==> config.mk <==
export PLATFORM = sky130hd
export DESIGN_NAME = ibs_sequencer
export DESIGN_NICKNAME = d
export VERILOG_FILES = /design/src/ibs_pkg.sv /design/src/ibs_sequencer.sv
export VERILOG_INCLUDE_DIRS = /design/src /design/src/src
export SDC_FILE = /design/constraint.sdc
export NUM_CORES = 1
export LEC_CHECK = 0
export BUFFER_PORTS_ARGS = -buffer_cell sky130_fd_sc_hd__buf_2
export CAP_MARGIN = 20
export CORE_UTILIZATION = 30
export CTS_BUF_LIST = sky130_fd_sc_hd__clkbuf_8 sky130_fd_sc_hd__clkbuf_16
export DETAILED_ROUTE_END_ITERATION = 8
export PLACE_DENSITY = 0.5
export SLEW_MARGIN = 25
export SYNTH_ARGS = -nofsm -noshare
export SYNTH_HDL_FRONTEND = slang
export SYNTH_SLANG_ARGS = --single-unit
==> constraint.sdc <==
create_clock -name ref_clk -period 5.2 [get_ports ref_clk]
set_input_delay 0.26 -clock ref_clk [delete_from_list [all_inputs] [get_ports ref_clk]]
set_output_delay 0.26 -clock ref_clk [all_outputs]
set_load 0.005 [all_outputs]
==> src/ibs_map.svh <==
// ibs_map.svh: constants for the four-state bus cycle sequencer
// included from both the package and the sequencer, guarded; definitions only
`ifndef IBS_MAP_SVH
`define IBS_MAP_SVH
`define IBS_STATE_LEN_MIN   4'h2
`define IBS_STATE_LEN_MAX   4'hF
`define IBS_STATE_LEN_RST   4'h2
`define IBS_ADDR_W          24
`define IBS_DATA_W          8
`define IBS_CS_N            4
`endif

==> src/ibs_pkg.sv <==
// ibs_pkg.sv: types for the four-state bus cycle sequencer
// assumes ibs_map.svh is on the include path
`include "ibs_map.svh"
package ibs_pkg;
  typedef enum logic [1:0] {
    IBS_MODE_NATIVE,
    IBS_MODE_SLOW3,
    IBS_MODE_FOUR,
    IBS_MODE_EIGHT
  } ibs_mode_t;

  typedef struct packed {
    logic [`IBS_ADDR_W-1:0] addr;
    logic [`IBS_DATA_W-1:0] wdata;
    logic                   write;
    logic                   io;
    logic [1:0]             cs;
  } ibs_req_t;

  typedef struct packed {
    ibs_mode_t  mode;
    logic       muxed;
    logic [3:0] state_len;
  } ibs_cs_cfg_t;
endpackage

==> src/ibs_sequencer.sv <==
// ibs_sequencer.sv: four-state external bus cycle sequencer with separate or
// multiplexed address/data; per chip select configuration arrives as ports
// assumes requests are held stable while req_valid waits for req_ready
`timescale 1ns/1ps
`include "ibs_map.svh"

// Behaviour
// - every cycle walks T1, T2, T3, T4
// - state length programmable 2 to 15 clocks
// - latch strobe high at T1 start, low midway
// - separate write: address, select, data in T1
// - separate write: write strobe low in T2
// - memory or io request low from T2
// - T3 leaves all bus outputs unchanged
// - wait low before T3 inserts wait states
// - read data captured at T4 start, strobe off
// - write strobe off at T4, buses held
// - cycle completes at T4 end only
// - muxed read: address on data bus, select
// - muxed read: T2 releases data, read strobe
// - muxed write: address on data, latch pulse
// - muxed write: T2 swaps in write data
// - muxed write: write strobe off at T4
// - separate read: address, select T1; read T2
// - muxed: low byte on data, full address too
// - mode and muxing per select; native default
module ibs_sequencer #(
  parameter int unsigned CS_N = `IBS_CS_N
) (
  input  wire logic                   ref_clk,
  input  wire logic                   sys_rst,
  input  wire ibs_pkg::ibs_req_t      req,
  input  wire logic                   req_valid,
  output logic                        req_ready,
  output logic                        rsp_valid,
  output logic [`IBS_DATA_W-1:0]      rsp_rdata,
  input  wire logic [CS_N-1:0]        cfg_we,
  input  wire ibs_pkg::ibs_cs_cfg_t   cfg_wdata,
  output ibs_pkg::ibs_cs_cfg_t        cfg_rdata [CS_N],
  output logic                        busy,
  output logic [`IBS_ADDR_W-1:0]      bus_addr,
  input  wire logic [`IBS_DATA_W-1:0] bus_data_in,
  output logic [`IBS_DATA_W-1:0]      bus_data_out,
  output logic                        bus_data_oe_n,
  output logic [CS_N-1:0]             chip_sel_n,
  output logic                        addr_latch,
  output logic                        read_n,
  output logic                        write_n,
  output logic                        memory_request_n,
  output logic                        io_request_n,
  input  wire logic                   wait_n
);
  import ibs_pkg::*;

  // the select field of a request is two bits, so four selects at most
  if (CS_N < 1 || CS_N > 4) begin : g_bad_cs_n
    $error("ibs_sequencer: CS_N must be 1 to 4");
  end

  typedef enum logic [2:0] {ST_IDLE, ST_T1, ST_T2, ST_T3, ST_WAIT, ST_T4} ibs_state_t;

  ibs_state_t             state_q, state_d;
  ibs_cs_cfg_t            cfg_q [CS_N];
  ibs_req_t               req_q;
  logic                   muxed_q;
  logic [3:0]             len_q;
  logic [3:0]             cnt_q;
  logic                   wait_s1_q, wait_s2_q;
  logic                   wait_hit_q;
  logic [`IBS_DATA_W-1:0] rdata_q;
  logic                   rsp_q;

  function automatic logic [3:0] clamp_len(input logic [3:0] l);
    if (l < `IBS_STATE_LEN_MIN) return `IBS_STATE_LEN_MIN;
    return l;
  endfunction

  // per-select configuration, native after reset
  for (genvar g = 0; g < CS_N; g++) begin : g_cfg
    always_ff @(posedge ref_clk) begin
      if (sys_rst) begin
        cfg_q[g] <= '{mode: IBS_MODE_NATIVE, muxed: 1'b0, state_len: `IBS_STATE_LEN_RST};
      end else if (cfg_we[g]) begin
        cfg_q[g] <= cfg_wdata;
      end
    end
    assign cfg_rdata[g] = cfg_q[g];
  end

  wire          sel_ok    = 32'(req.cs) < CS_N;
  wire          sel_four  = sel_ok && cfg_q[req.cs].mode == IBS_MODE_FOUR;
  wire          start     = state_q == ST_IDLE && req_valid && sel_four;
  wire          last_clk  = cnt_q == len_q - 4'h1;
  wire          half_clk  = cnt_q >= (len_q >> 1);
  wire          is_wait   = ~wait_s2_q;

  // only the four-state mode is sequenced here; other modes are refused
  assign req_ready = state_q == ST_IDLE && sel_four;
  assign busy      = state_q != ST_IDLE;

  // two-flop sync; a late wait is simply seen one clock later
  always_ff @(posedge ref_clk) begin
    if (sys_rst) begin
      wait_s1_q <= 1'b1;
      wait_s2_q <= 1'b1;
    end else begin
      wait_s1_q <= wait_n;
      wait_s2_q <= wait_s1_q;
    end
  end

  always_comb begin
    state_d = state_q;
    unique case (state_q)
      ST_IDLE: if (start) state_d = ST_T1;
      ST_T1:   if (last_clk) state_d = ST_T2;
      ST_T2:   if (last_clk) state_d = ST_T3;
      ST_T3:   if (last_clk) state_d = wait_hit_q ? ST_WAIT : ST_T4;
      ST_WAIT: if (last_clk && !is_wait) state_d = ST_T4;
      ST_T4:   if (last_clk) state_d = ST_IDLE;
    endcase
  end

  always_ff @(posedge ref_clk) begin
    if (sys_rst) begin
      state_q    <= ST_IDLE;
      cnt_q      <= 4'h0;
      len_q      <= `IBS_STATE_LEN_RST;
      muxed_q    <= 1'b0;
      req_q      <= '0;
      wait_hit_q <= 1'b0;
    end else begin
      state_q <= state_d;
      cnt_q   <= (state_d != state_q || last_clk) ? 4'h0 : cnt_q + 4'h1;
      if (start) begin
        req_q   <= req;
        muxed_q <= cfg_q[req.cs].muxed;
        len_q   <= clamp_len(cfg_q[req.cs].state_len);
      end
      // wait sampled throughout T2, the last sample taken on the edge that opens T3
      if (state_q == ST_T2) wait_hit_q <= is_wait;
      else if (state_q == ST_IDLE) wait_hit_q <= 1'b0;
    end
  end

  // bus outputs, registered
  always_ff @(posedge ref_clk) begin
    if (sys_rst) begin
      bus_addr         <= '0;
      bus_data_out     <= '0;
      bus_data_oe_n    <= 1'b1;
      chip_sel_n       <= '1;
      addr_latch       <= 1'b0;
      read_n           <= 1'b1;
      write_n          <= 1'b1;
      memory_request_n <= 1'b1;
      io_request_n     <= 1'b1;
    end else begin
      unique case (state_d)
        ST_IDLE: begin
          chip_sel_n    <= '1;
          bus_data_oe_n <= 1'b1;
          addr_latch    <= 1'b0;
        end
        ST_T1: begin
          if (start) begin
            bus_addr   <= req.addr;
            chip_sel_n <= ~(CS_N'(1) << req.cs);
            if (cfg_q[req.cs].muxed) begin
              bus_data_out  <= req.addr[`IBS_DATA_W-1:0];
              bus_data_oe_n <= 1'b0;
            end else begin
              bus_data_out  <= req.wdata;
              bus_data_oe_n <= ~req.write;
            end
          end
          addr_latch <= start || !(cnt_q + 4'h1 >= (len_q >> 1));
        end
        ST_T2: begin
          addr_latch <= 1'b0;
          if (state_q == ST_T1) begin
            read_n           <= req_q.write;
            write_n          <= ~req_q.write;
            memory_request_n <= req_q.io;
            io_request_n     <= ~req_q.io;
            bus_data_out     <= req_q.wdata;
            bus_data_oe_n    <= ~req_q.write;
          end
        end
        ST_T3, ST_WAIT: begin
          // nothing changes here; T2 values hold
        end
        ST_T4: begin
          read_n  <= 1'b1;
          write_n <= 1'b1;
        end
        default: ;
      endcase
      if (state_d == ST_IDLE && state_q == ST_T4) begin
        memory_request_n <= 1'b1;
        io_request_n     <= 1'b1;
      end
    end
  end

  // read data taken at the T4 entry edge
  always_ff @(posedge ref_clk) begin
    if (sys_rst) begin
      rdata_q <= '0;
      rsp_q   <= 1'b0;
    end else begin
      if (state_d == ST_T4 && state_q != ST_T4 && !req_q.write) rdata_q <= bus_data_in;
      rsp_q <= state_q == ST_T4 && last_clk;
    end
  end
  assign rsp_valid = rsp_q;
  assign rsp_rdata = rdata_q;

  a_t3_outputs_hold: assert property (@(posedge ref_clk) disable iff (sys_rst)
    state_q inside {ST_T3, ST_WAIT} && $past(state_q) inside {ST_T3, ST_WAIT}
    |-> $stable(write_n) && $stable(read_n) && $stable(bus_data_out) && $stable(chip_sel_n)
        && $stable(bus_addr) && $stable(bus_data_oe_n) && $stable(memory_request_n) && $stable(io_request_n))
    else $error("bus output moved during T3");
  a_order_t1_t2: assert property (@(posedge ref_clk) disable iff (sys_rst)
    state_q == ST_T2 && $past(state_q) != ST_T2 |-> $past(state_q) == ST_T1)
    else $error("T2 not entered from T1");
  a_order_t4_from: assert property (@(posedge ref_clk) disable iff (sys_rst)
    state_q == ST_T4 && $past(state_q) != ST_T4 |-> $past(state_q) inside {ST_T3, ST_WAIT})
    else $error("T4 entered out of order");
  a_len_range: assert property (@(posedge ref_clk) disable iff (sys_rst)
    busy |-> len_q >= 4'h2 && cnt_q < len_q)
    else $error("state length out of range");
  a_latch_start: assert property (@(posedge ref_clk) disable iff (sys_rst)
    state_q == ST_T1 && $past(state_q) == ST_IDLE |-> addr_latch)
    else $error("latch strobe not high at T1 start");
  a_latch_low_t2: assert property (@(posedge ref_clk) disable iff (sys_rst)
    state_q == ST_T2 |-> !addr_latch)
    else $error("latch strobe high after T1");
  a_strobe_t2: assert property (@(posedge ref_clk) disable iff (sys_rst)
    state_q == ST_T2 |-> (read_n ^ write_n) && (memory_request_n ^ io_request_n))
    else $error("T2 strobes wrong");
  a_write_off_t4: assert property (@(posedge ref_clk) disable iff (sys_rst)
    state_q == ST_T4 |-> write_n && read_n && !chip_sel_n[req_q.cs])
    else $error("strobe still active in T4");
  a_wait_extends: assert property (@(posedge ref_clk) disable iff (sys_rst)
    state_q == ST_WAIT && is_wait |=> state_q == ST_WAIT)
    else $error("wait state left while wait held");
  a_rsp_after_t4: assert property (@(posedge ref_clk) disable iff (sys_rst)
    rsp_valid |-> $past(state_q) == ST_T4 && state_q == ST_IDLE)
    else $error("response not at T4 end");

  // latch falls once len_q/2 clocks of T1, rounded down, have gone by, whatever the state length
  a_latch_mid_t1: assert property (@(posedge ref_clk) disable iff (sys_rst)
    state_q == ST_T1 |-> addr_latch == !half_clk)
    else $error("latch strobe not low midway through T1");
  a_sep_write_t1: assert property (@(posedge ref_clk) disable iff (sys_rst)
    state_q == ST_T1 && !muxed_q && req_q.write |-> !bus_data_oe_n && bus_data_out == req_q.wdata)
    else $error("write data not driven in T1");
  a_select_t1: assert property (@(posedge ref_clk) disable iff (sys_rst)
    state_q == ST_T1 |-> bus_addr == req_q.addr && !chip_sel_n[req_q.cs] && $onehot0(~chip_sel_n))
    else $error("address or select wrong in T1");
  a_write_strobe_t2: assert property (@(posedge ref_clk) disable iff (sys_rst)
    state_q == ST_T2 && req_q.write |-> !write_n && read_n)
    else $error("write strobe not low in T2");
  a_request_held: assert property (@(posedge ref_clk) disable iff (sys_rst)
    state_q inside {ST_T2, ST_T3, ST_WAIT, ST_T4} |-> memory_request_n == req_q.io && io_request_n == !req_q.io)
    else $error("memory or io request wrong");
  a_t3_entry_hold: assert property (@(posedge ref_clk) disable iff (sys_rst)
    state_q == ST_T3 && $past(state_q) == ST_T2 |-> $stable(read_n) && $stable(write_n) && $stable(bus_data_out))
    else $error("bus output moved entering T3");
  a_wait_seen_t3: assert property (@(posedge ref_clk) disable iff (sys_rst)
    state_q == ST_T3 && last_clk && wait_hit_q |=> state_q == ST_WAIT)
    else $error("wait state not inserted");
  a_read_capture: assert property (@(posedge ref_clk) disable iff (sys_rst)
    state_q == ST_T4 && $past(state_q) != ST_T4 && !req_q.write |-> rsp_rdata == $past(bus_data_in))
    else $error("read data not taken at T4 start");
  a_t4_buses_hold: assert property (@(posedge ref_clk) disable iff (sys_rst)
    state_q == ST_T4 && $past(state_q) == ST_T4 |-> $stable(bus_addr) && $stable(bus_data_out) && $stable(bus_data_oe_n))
    else $error("buses moved inside T4");
  a_idle_quiet: assert property (@(posedge ref_clk) disable iff (sys_rst)
    state_q == ST_IDLE |-> &chip_sel_n && read_n && write_n && memory_request_n && io_request_n
      && bus_data_oe_n)
    else $error("bus active while idle");
  a_muxed_addr_t1: assert property (@(posedge ref_clk) disable iff (sys_rst)
    state_q == ST_T1 && muxed_q |-> !bus_data_oe_n && bus_data_out == bus_addr[`IBS_DATA_W-1:0])
    else $error("low address byte not on data bus");
  a_muxed_read_t2: assert property (@(posedge ref_clk) disable iff (sys_rst)
    state_q == ST_T2 && muxed_q && !req_q.write |-> bus_data_oe_n && !read_n)
    else $error("muxed read still drives data bus in T2");
  a_muxed_latch_t1: assert property (@(posedge ref_clk) disable iff (sys_rst)
    state_q == ST_T1 && muxed_q && $past(state_q) == ST_IDLE |-> addr_latch && !bus_data_oe_n)
    else $error("muxed write latch pulse missing");
  a_write_data_t2: assert property (@(posedge ref_clk) disable iff (sys_rst)
    state_q == ST_T2 && req_q.write |-> !bus_data_oe_n && bus_data_out == req_q.wdata)
    else $error("write data not on data bus in T2");
  a_muxed_write_end: assert property (@(posedge ref_clk) disable iff (sys_rst)
    state_q == ST_T4 && muxed_q && req_q.write |-> write_n && !bus_data_oe_n && bus_data_out == req_q.wdata)
    else $error("muxed write not ended cleanly in T4");
  a_muxed_full_addr: assert property (@(posedge ref_clk) disable iff (sys_rst)
    busy && muxed_q |-> bus_addr == req_q.addr)
    else $error("full address missing in muxed cycle");
  a_native_reset: assert property (@(posedge ref_clk) disable iff (sys_rst)
    $past(sys_rst) |-> cfg_rdata[0].mode == IBS_MODE_NATIVE && !req_ready)
    else $error("select not native after reset");
  a_refuse_native: assert property (@(posedge ref_clk) disable iff (sys_rst)
    state_q == ST_IDLE && !sel_four |=> state_q == ST_IDLE)
    else $error("cycle started on a refused select");
  // the sequencer must only ever see the second stage
  a_wait_sync: assert property (@(posedge ref_clk) disable iff (sys_rst)
    !$past(sys_rst) |-> wait_s2_q == $past(wait_s1_q))
    else $error("wait synchroniser stage skipped");
endmodule

==> impl_metrics.yaml <==
flow_run:
  drv_cap: 0
global_route:
  met3_usage_pct: 6.12
  grt_pass1_vias: 3887
  gr-usage-met2_pct: 28.4
  grt_antenna_before_repair: 0
  gr-usage-met1_pct: 19.5
  top_usage_layer: "met2"
  overflow: 0
  grt.total_usage_pct: 16.7
  grt_max_degree: 45
  grt_pass1_wl_um: 20500
detailed_routing:
  drt-total-wl_um: 12900
  routed_via_density: 4.96
  dr.pass1.iters: 7
  wl_per_cell_um: 16.5
  drcViolationCount: 13
  ant_nets: 0
  dr.first_iter.drc_count: 222
  vias: 3875
pwr:
  internal-power_uw: 1340
  pwr_density_cell_nw_per_um2: 333
  total_power_uw: 1880
  ir_worst_vdd_mv: 0.177
  p_comb_share_pct: 18.9
  pwr-share-seq_pct: 48.8
  switching_share_pct: 28.6
  p_switching_uw: 539
  p_clk_share_pct: 32.3
  leakage_uw: 0.00232
synthesis:
  synth_ff_type: "dfxtp_1"
  ys_seq_elements: 103
  seq_area_frac_synth_pct: 51.1
  synth_edf_count: 28
  syn_avg_cell_area_um2: 9.82
  yosys.cell_types.count: 58
  synth_area_um2: 4590
  syn_nets: 531
  ys_warn_count: 0
  async_flop_share_pct: 0
  synthCells: 467
worst_setup_path:
  reg2reg_to: "rsp_rdata[0]"
  worstPathCellList: "nor3_1, nand3b_4, a22o_1, a211oi_4, mux2i_1"
  required_ns: 5.48
  slowest_delay_ns: 0.56
  r2r-start: "state_q[1]"
  crit_buf_inv: 0
  critical_path_arrival_ns: 3.22
  cp_slowest_cell: "nand3b_4"
  rrSetupSlack_ns: 2.26
  cpLargestDelayFamily: "simple AND/OR/NAND/NOR gates"
  path_max_fanout: 44
  cp-end-kind: "flop"
  rr_worst_depth: 5
  crit_path_start_kind: "flop"
  path_class: "flop to flop"
die:
  io-pin-count: 140
  rows: 44
  coreArea_um2: 14700
  die_h_um: 126
  die_w_um: 126
  initial_core_util_pct: 31.2
  die_area_um2: 15800
status:
  violations: "design-rule violations"
  status: "finished with violations"
place:
  gp_congestion: 0.802
  port_buffers: 139
  dp_hpwl_um: 9570
  placed_cells: 766
clock_network:
  clk_path_buf_depth: 2
  cts_tree: "done"
  cts_resized: 0
  post-cts-setup-buffers: 0
  root_buffer: "clkbuf_16"
  cts_hold_buf: 0
  clock-sinks: 103
  clk_latency_ns: 0.35
  cts_buffers: 9
  htreeDepth: 3
  clk_pin_slew_worst_paths_ns: 0.06
final_layout:
  area_growth_syn_to_layout_pct: 23.5
  n_antenna_cell: 0
  layout_commonest_cell: "buf_2"
  final_cells: 782
  layout-drive-gt1-share_pct: 29.8
  ff_latch_area_um2: 2340
  nNetsFinal: 657
  fill_cells: 1482
  multi_input_area_um2: 2070
  layout_common_cells: "139 x buf_2, 93 x nand2_1, 75 x dfxtp_1"
timing:
  fin_tns_setup_ns: 0
  worst-slew-pin-transition_ns: 0.987
  rsz0062_at_grt: "false"
  slew_headroom_pct: 33.7
  setup_violations: 0
  finalClockSkew_ns: 0.00989
  final_hold_viol_count: 0
  period_share_pct: 56.5
  fmax_mhz: 340
  post-route-min-period_ns: 2.94
  report.final.slew_viol_count: 0
min_path:
  min_path_cells: 2
  hold_start: "wait_n"
  worstHoldPathType: "input pin to flop"
  hold_end: "wait_s1_q"
==> registers in the layout (all words and copies together), names as in the netlist <==
name	cells
addr_latch	1
bus_addr	24
bus_data_oe_n	1
bus_data_out	8
cfg_q	28
chip_sel_n	4
cnt_q	4
io_request_n	1
len_q	4
memory_request_n	1
read_n	1
req_q	10
rsp_rdata	8
rsp_valid	1
state_q	3
wait_hit_q	1
wait_s1_q	1
wait_s2_q	1
write_n	1
==> final cells by class <==
class / count / area share [%]
inverter: 13 / 0.861
clock inverter: 7 / 0.574
multi-input combinational: 324 / 36.5
timing repair buffer: 142 / 12.7
clock buffer: 9 / 3.98
tap: 184 / 4.06
sequential: 103 / 41.4
==> worst max path at each step <==
stage,endpoint,depth (start not counted),slack [ns],start
global route,rsp_rdata[4],5,1.99,state_q[1]
CTS,rsp_rdata[0],5,2.24,state_q[1]
global placement,rsp_rdata[1],6,2.33,req[0]
finish,rsp_rdata[0],5,2.26,state_q[1]
floorplan,bus_data_out[5],9,2.76,len_q[0]
detailed placement,rsp_rdata[6],6,2.22,req[0]
==> cells in the mapped netlist (7+ instances only) <==
cell type / number / area share [%]
a21oi_1: 47 / 5.1
a32o_1: 8 / 1.7
and2_1: 26 / 3.5
clkbuf_1: 15 / 1.2
dfxtp_1: 75 / 33
edfxtp_1: 28 / 18
inv_1: 13 / 1.1
mux2i_1: 16 / 3.5
nand2_1: 93 / 7.6
nand2b_1: 9 / 1.2
nor2_1: 19 / 1.6
nor3_1: 7 / 0.76
o21ai_0: 7 / 0.76
o31ai_1: 9 / 1.5
or2_2: 7 / 0.95
or4_1: 8 / 1.3
==> cells by family after synthesis <==
logic type,after synthesis,share of synthesized area [%]
AO/OA/AOI/OAI,95,13.8
adder cells (fa/ha/maj),5,1.36
AND/OR/NAND/NOR,191,20.6
flip-flops,103,51.1
multiplexers,23,6.74
buffers and inverters,40,3.87
XOR/XNOR,10,2.54
==> power groups by stage <==
stage	registers, uW	logic (uW)	clock network, uW
floorplan	926	235	0
global placement	938	351	0
detailed placement	938	358	0
CTS	920	360	631
global route	927	397	659
finish	920	355	609
==> stage by stage <==
step	hold WS [ns]	setup slack, ns	util (%)	cell area [um2]
after floorplan	0.364	2.76	-	4590
after global placement	0.403	2.33	36.8	5410
after detailed placement	0.401	2.22	36.8	5410
after CTS	0.0793	2.24	38.5	5660
after global routing	0.0844	1.99	38.5	5660
final	0.0966	2.26	38.5	5660
==> routing by layer <==
layer / wire (um) / vias to the layer above
met5: 0 / -
met4: 232 / 0
met1: 5380 / 1833
met3: 1010 / 18
li1: - / 1895
met2: 6250 / 129
(Power assumes the default switching activity.)
